**config.mk**
```make
export PLATFORM = sky130hd
export DESIGN_NAME = bame_top
export DESIGN_NICKNAME = d
export VERILOG_FILES = /design/src/core/bame_pkg.sv /design/src/core/bame_slot.sv /design/src/core/bame_top.sv
export SDC_FILE = /design/constraint.sdc
export NUM_CORES = 1
export LEC_CHECK = 0
export ABC_AREA = 1
export ABC_CLOCK_PERIOD_IN_PS = 1500
export BUFFER_PORTS_ARGS = -buffer_cell sky130_fd_sc_hd__buf_2
export CAP_MARGIN = 10
export CELL_PAD_IN_SITES_DETAIL_PLACEMENT = 1
export CELL_PAD_IN_SITES_GLOBAL_PLACEMENT = 1
export CORE_MARGIN = 2
export CORE_UTILIZATION = 33
export CTS_CLUSTER_SIZE = 28
export DETAILED_ROUTE_END_ITERATION = 12
export GPL_TIMING_DRIVEN = 1
export PLACE_DENSITY_LB_ADDON = 0.1
export SLEW_MARGIN = 20
export SYNTH_ARGS = -nofsm -noshare
export SYNTH_HDL_FRONTEND = slang
export SYNTH_SLANG_ARGS = --single-unit
```
**constraint.sdc**
```tcl
create_clock -name sys_clk -period 1.5 [get_ports sys_clk]
set_clock_uncertainty 0.05 [all_clocks]
set_input_delay 0.375 -clock sys_clk [delete_from_list [all_inputs] [get_ports sys_clk]]
set_output_delay 0.375 -clock sys_clk [all_outputs]
set_load 0.03 [all_outputs]
```
**src/core/bame_pkg.sv**
```systemverilog
// Purpose: Constants for the bus address match and end-of-string block
// Assumes: Byte-wide register port, one clock
// Notes: Offsets are port offsets inside the controller window
package bame_pkg;
   // ****************************************************************
   // Register offsets
   // ****************************************************************
   localparam logic [8:0] BAME_OFF_SECOND_SLOT = 9'h11f;
   localparam logic [8:0] BAME_OFF_EOS_BYTE = 9'h11f;
   localparam logic [8:0] BAME_OFF_FIRST_SLOT = 9'h11d;
   localparam logic [8:0] BAME_OFF_ADDR_LOAD = 9'h11c;
   // ****************************************************************
   // Field positions
   // ****************************************************************
   localparam int BAME_BIT_SLOT_SELECT = 7;
   localparam int BAME_BIT_TALK_DIS = 6;
   localparam int BAME_BIT_LISTEN_DIS = 5;
   localparam int BAME_BIT_EOI = 7;
   localparam int BAME_BIT_EIGHT_BIT = 4;
   localparam int BAME_BIT_RX_EOS = 2;
   localparam int BAME_BIT_TX_EOS = 3;
   // ****************************************************************
   // Address offsets and reset values
   // ****************************************************************
   localparam logic [7:0] BAME_TALK_BASE = 8'h40;
   localparam logic [7:0] BAME_LISTEN_BASE = 8'h20;
   localparam logic [7:0] BAME_SECOND_BASE = 8'ha0;
   localparam logic [6:0] BAME_SLOT_RESET = 7'h60;
   localparam logic [7:0] BAME_EOS_RESET = 8'h00;
   // ****************************************************************
   // Addressing modes
   // ****************************************************************
   localparam logic [1:0] BAME_MODE_DUAL_A = 2'h1;
   localparam logic [1:0] BAME_MODE_SECONDARY = 2'h2;
   localparam logic [1:0] BAME_MODE_DUAL_B = 2'h3;
endpackage

```
**src/core/bame_slot.sv**
```systemverilog
// Purpose: One address slot with its match decode
// Assumes: Command byte is valid when cmd_valid is high
// Notes: Used twice by the top
`timescale 1ns/10ps
module bame_slot
   import bame_pkg::*;
(
   // Clock and reset
   input wire logic sys_clk,
   input wire logic rst,
   input wire logic clk_en,
   // Load
   input wire logic load,
   input wire logic [6:0] load_data,
   // Compare
   input wire logic [7:0] cmd_byte,
   // Result
   output logic [6:0] slot_reg,
   output logic talk_hit,
   output logic listen_hit,
   output logic second_hit
);
   wire logic [7:0] addr_ext;
   assign addr_ext = {3'h0, slot_reg[4:0]};
   always_ff @(posedge sys_clk) begin
      if (rst) begin
         slot_reg <= BAME_SLOT_RESET;
      end else if (clk_en && load) begin
         slot_reg <= load_data;
      end
   end
   assign talk_hit = !slot_reg[BAME_BIT_TALK_DIS] &&
      cmd_byte == BAME_TALK_BASE + addr_ext;
   assign listen_hit = !slot_reg[BAME_BIT_LISTEN_DIS] &&
      cmd_byte == BAME_LISTEN_BASE + addr_ext;
   assign second_hit = cmd_byte == BAME_SECOND_BASE + addr_ext;
endmodule

```
**src/core/bame_top.sv**
```systemverilog
// Purpose: Address recognition and end-of-string compare
// Assumes: Bus handshake strobes are synchronous one-cycle pulses
// Notes: Readback slots shown on register ports, updated each cycle
//
// Behaviour
// - Load bit 7 picks slot; low seven bits stored into it.
// - Talk disable bit blocks talk address recognition for its slot.
// - Listen disable bit blocks listen address recognition for its slot.
// - Talk address is bits plus 40, listen is bits plus 20.
// - Mode 2 second slot is secondary; modes 1, 3 minor primary.
// - Second talk disable blocks; else secondary checked only in TPAS.
// - Second listen disable blocks; else secondary checked only in LPAS.
// - Secondary is bits plus A0; minor talk 40, listen 20.
// - EOS byte compared; eight-bit compare bit picks 7 or 8 bits.
// - Listener with receive EOS sets end flag on received match.
// - Talker with transmit EOS asserts EOI with matching out byte.
// - First slot readable with disables and address bits.
`timescale 1ns/10ps
module bame_top
   import bame_pkg::*;
(
   // Clock and reset
   input wire logic sys_clk,
   input wire logic rst,
   input wire logic clk_en,
   input wire logic chip_reset_cmd,
   // Register port
   input wire logic reg_wr,
   input wire logic [8:0] reg_addr,
   input wire logic [7:0] reg_wdata,
   // Auxiliary settings
   input wire logic [1:0] addr_mode,
   input wire logic [7:0] auxiliary_reg_a,
   // Bus side
   input wire logic cmd_valid,
   input wire logic [7:0] cmd_byte,
   input wire logic byte_accepted,
   input wire logic [7:0] data_in_byte,
   input wire logic eoi_line,
   input wire logic listener_addressed,
   input wire logic talker_active,
   input wire logic tpas_state,
   input wire logic lpas_state,
   input wire logic out_valid,
   input wire logic [7:0] data_out_byte,
   // Readback
   output logic [7:0] first_address_slot,
   output logic [7:0] second_address_slot,
   // Results
   output logic major_talk_match,
   output logic major_listen_match,
   output logic minor_talk_match,
   output logic minor_listen_match,
   output logic secondary_talk_match,
   output logic secondary_listen_match,
   output logic end_flag_set,
   output logic eoi_n_out
);
   // ****************************************************************
   // Register decode
   // ****************************************************************
   logic [6:0] slot0;
   logic [6:0] slot1;
   logic eoi_reg;
   logic [7:0] eos_reg;
   wire logic load_wr;
   wire logic load0;
   wire logic load1;
   wire logic eos_wr;
   assign load_wr = reg_wr && reg_addr == BAME_OFF_ADDR_LOAD;
   assign load0 = load_wr && !reg_wdata[BAME_BIT_SLOT_SELECT];
   assign load1 = load_wr && reg_wdata[BAME_BIT_SLOT_SELECT];
   assign eos_wr = reg_wr && reg_addr == BAME_OFF_EOS_BYTE;
   // ****************************************************************
   // Slots
   // ****************************************************************
   wire logic t0;
   wire logic l0;
   wire logic t1;
   wire logic l1;
   wire logic s1;
   bame_slot u_slot0 (
      .sys_clk(sys_clk),
      .rst(rst),
      .clk_en(clk_en),
      .load(load0),
      .load_data(reg_wdata[6:0]),
      .cmd_byte(cmd_byte),
      .slot_reg(slot0),
      .talk_hit(t0),
      .listen_hit(l0),
      .second_hit()
   );
   bame_slot u_slot1 (
      .sys_clk(sys_clk),
      .rst(rst),
      .clk_en(clk_en),
      .load(load1),
      .load_data(reg_wdata[6:0]),
      .cmd_byte(cmd_byte),
      .slot_reg(slot1),
      .talk_hit(t1),
      .listen_hit(l1),
      .second_hit(s1)
   );
   // ****************************************************************
   // Match decode
   // ****************************************************************
   wire logic mode_sec;
   wire logic mode_dual;
   wire logic sec_t;
   wire logic sec_l;
   assign mode_sec = addr_mode == BAME_MODE_SECONDARY;
   assign mode_dual = addr_mode == BAME_MODE_DUAL_A ||
      addr_mode == BAME_MODE_DUAL_B;
   assign sec_t = mode_sec && s1 && tpas_state &&
      !slot1[BAME_BIT_TALK_DIS];
   assign sec_l = mode_sec && s1 && lpas_state &&
      !slot1[BAME_BIT_LISTEN_DIS];
   // ****************************************************************
   // End of string compare
   // ****************************************************************
   wire logic eight;
   wire logic rx_eq;
   wire logic tx_eq;
   assign eight = auxiliary_reg_a[BAME_BIT_EIGHT_BIT];
   assign rx_eq = eight ? data_in_byte == eos_reg :
      data_in_byte[6:0] == eos_reg[6:0];
   assign tx_eq = eight ? data_out_byte == eos_reg :
      data_out_byte[6:0] == eos_reg[6:0];
   wire logic rx_end;
   wire logic tx_end;
   assign rx_end = byte_accepted && listener_addressed &&
      auxiliary_reg_a[BAME_BIT_RX_EOS] && rx_eq;
   assign tx_end = out_valid && talker_active &&
      auxiliary_reg_a[BAME_BIT_TX_EOS] && tx_eq;
   // ****************************************************************
   // Registers
   // ****************************************************************
   always_ff @(posedge sys_clk) begin
      if (rst) begin
         eos_reg <= BAME_EOS_RESET;
      end else if (clk_en && eos_wr) begin
         eos_reg <= reg_wdata;
      end
   end
   always_ff @(posedge sys_clk) begin
      if (rst || (clk_en && chip_reset_cmd)) begin
         eoi_reg <= 1'b0;
      end else if (clk_en && byte_accepted) begin
         eoi_reg <= eoi_line;
      end
   end
   // ****************************************************************
   // Output next values
   // ****************************************************************
   wire logic [7:0] first_slot_next;
   wire logic [7:0] second_slot_next;
   wire logic major_talk_next;
   wire logic major_listen_next;
   wire logic minor_talk_next;
   wire logic minor_listen_next;
   wire logic sec_talk_next;
   wire logic sec_listen_next;
   wire logic end_flag_next;
   wire logic eoi_n_next;
   assign first_slot_next = {1'b0, slot0};
   assign second_slot_next = {eoi_reg, slot1};
   assign major_talk_next = cmd_valid && t0;
   assign major_listen_next = cmd_valid && l0;
   assign minor_talk_next = cmd_valid && mode_dual && t1;
   assign minor_listen_next = cmd_valid && mode_dual && l1;
   assign sec_talk_next = cmd_valid && sec_t;
   assign sec_listen_next = cmd_valid && sec_l;
   assign end_flag_next = rx_end;
   assign eoi_n_next = !tx_end;
   // ****************************************************************
   // Readback registers
   // ****************************************************************
   always_ff @(posedge sys_clk) begin
      if (rst) begin
         first_address_slot <= {1'b0, BAME_SLOT_RESET};
         second_address_slot <= {1'b0, BAME_SLOT_RESET};
      end else if (clk_en) begin
         first_address_slot <= first_slot_next;
         second_address_slot <= second_slot_next;
      end
   end
   // ****************************************************************
   // Match result registers
   // ****************************************************************
   always_ff @(posedge sys_clk) begin
      if (rst) begin
         major_talk_match <= 1'b0;
         major_listen_match <= 1'b0;
         minor_talk_match <= 1'b0;
         minor_listen_match <= 1'b0;
      end else if (clk_en) begin
         major_talk_match <= major_talk_next;
         major_listen_match <= major_listen_next;
         minor_talk_match <= minor_talk_next;
         minor_listen_match <= minor_listen_next;
      end
   end
   always_ff @(posedge sys_clk) begin
      if (rst) begin
         secondary_talk_match <= 1'b0;
         secondary_listen_match <= 1'b0;
      end else if (clk_en) begin
         secondary_talk_match <= sec_talk_next;
         secondary_listen_match <= sec_listen_next;
      end
   end
   // ****************************************************************
   // End of string result registers
   // ****************************************************************
   always_ff @(posedge sys_clk) begin
      if (rst) begin
         end_flag_set <= 1'b0;
         eoi_n_out <= 1'b1;
      end else if (clk_en) begin
         end_flag_set <= end_flag_next;
         eoi_n_out <= eoi_n_next;
      end
   end
endmodule

```
==> results.json <==
{
  "syn_area_um2": 2270,
  "cp.arrival_ps": 1490,
  "cap_violations": 0,
  "synth_common_cells": "82 x nand2_1, 61 x nor2_1, 46 x dfxtp_1",
  "area_growth_pct": 26.9,
  "place_area_um2": 2770,
  "yosysTopAreaCell": "dfxtp_1",
  "gp_congestion": 0.758,
  "initial_core_util": 0.338,
  "post-dp-hpwl_um": 5240,
  "die-area_um2": 7570,
  "rsz0062_at_grt": "no",
  "wl_per_cell_um": 12.9,
  "grt_pass1_vias": 2482,
  "synth-async-reset-ratio": 0,
  "synth_nets": 399,
  "p_total_uw": 2450,
  "clockBufferDepth": 2,
  "yosys-top-cells-area": "dfxtp_1 41%, nand2_1 14%, nor2_1 10%, inv_1 5.6%, a21oi_1 4.8%",
  "power_density_nw_per_um2": 852,
  "synth.most_common_cell": "nand2_1",
  "finalHoldViolations": 0,
  "syn-instance-count": 335,
  "critPathMaxFanout": 3,
  "yosysWarnings": 0,
  "syn_area_per_cell_um2": 6.78,
  "dr.pass1.iters": 4,
  "final_area_um2": 2880,
  "status": "complete, no violations",
  "htreeDepth": 2,
  "cts_buffers": 5,
  "cts_resized": 0,
  "synth-simple-area-share": 0.345,
  "grt_max_degree": 20,
  "vdd_drop_max_v": 0.000436,
  "io_pins": 88,
  "path_clk_slew_ps": 80,
  "ant_nets": 0,
  "clock_sinks": 46,
  "placementRows": 30,
  "fin_util": 0.429,
  "yosys-mux-area-fraction": 0,
  "drive_gt1_frac": 0.251,
  "drv_slew": 0,
  "synth-compound-area-share": 0.103,
  "synth_xor_area_frac": 0.0540,
  "num_vias": 2367,
  "grt.total_usage": 0.187,
  "grt-ovfl-total": 0,
  "dieWidth_um": 87.0,
  "post_cts_buffers": 0,
  "routed_wl_um": 6490,
  "synth.distinct_cells": 29,
  "clkLatencyLatePin_ps": 290,
  "worstSetupStartpointType": "flop",
  "synth_edf_count": 0,
  "cts_root_buffer": "clkbuf_8",
  "synth_ff_type": "dfxtp_1",
  "period_share": 0.870,
  "drc": 0,
  "required_ps": 1690,
  "die_h_um": 87.0,
  "holdWs_ps": 232,
  "synth_top_family_by_area": "simple AND/OR/NAND/NOR gates",
  "leakagePower_uw": 0.00141,
  "postCtsHoldBufs": 0,
  "grt_pass1_wl_um": 11200,
  "end_kind": "flop",
  "ys_seq_area_frac": 0.405,
  "fin_nets": 485,
  "ys_seq_elements": 46,
  "hold_path.class": "primary input to flop",
  "core_um2": 6720,
  "tritoncts": "done",
  "synth_fa_ha_area_frac": 0,
  "synth_top_area_frac": 0.405,
  "setup_viol": 0,
  "viasPerCell": 4.72,
  "critPathKind": "flop to flop",
  "post-route-min-period_ps": 1310,
  "numPortBuffers": 81,
  "antennaDiodeCount": 0,
  "max_freq_mhz": 766,
  "first_iter_violations": 58,
  "antenna_found_initial": 0
}
==> per-layer routing <==
layer  share of wire  global-route usage  up-vias
met3           0.042              0.0351        6
li1                -                   -     1228
met2            0.49               0.330       52
met4          0.0093              0.0455        0
met5               0                   0        -
met1            0.46               0.235     1081
==> area by class of cell <==
type	count	area, um2
well taps	80	100
multi-input cells	243	1140
clock buffers	8	110
flip-flops and latches	46	921
repair buffers	90	473
fillers	919	3840
inverters	35	134
==> stage by stage <==
stage,setup slack [ps],setup TNS [ps],cells
2_1_floorplan,160,0,335
4_1_cts,184,0,502
3_5_place_dp,-68.7,-697,494
3_3_place_gp,-19.0,-139,494
5_1_grt,41.7,0,502
6_report,194,0,502
==> report_power, final <==
part           leakage, uW  switching [uW]  internal (uW)  total, uW
clock            0.0000575             410            466        876
sequential        0.000374            9.41           1240       1250
combinational     0.000980             201            128        329
==> critical path, stage by stage (launching register included) <==
cell and delay, ps:
dfxtp_1 370, inv_1 70, nand2_1 50, nand2_1 50
nor2_1 300, nand2_1 120, nor2_1 130, nor2_1 50
nor2_1 70
==> kinds of logic after synthesis <==
family,count (synthesis)
xor+xnor,14
compound gates,45
flops,46
simple gates,183
other cells,1
buf+inv,46
==> worst paths after layout <==
check / startpoint / endpoint / slack, ps / cells after the start
min: chip_reset_cmd / eoi_reg / 230 / 2
max reg2reg: u_slot1.slot_reg[1] / minor_talk_match / 190 / 8
min reg2reg: major_listen_match / major_listen_match / 410 / 2
max: u_slot1.slot_reg[1] / minor_talk_match / 190 / 8
==> cells in the final DEF (no fill, tap or decap), types with 3 or more instances in the layout <==
cell and count:
xnor2_1 9, nand3_1 15, nor2_1 61, o21ai_0 20
buf_4 9, dfxtp_1 46, xor2_1 5, a21oi_1 22
clkbuf_8 8, inv_1 34, nand4_1 7, nor3_1 7
buf_2 81, nand2_1 82, nor2_2 3
(Power assumes the default switching activity.)
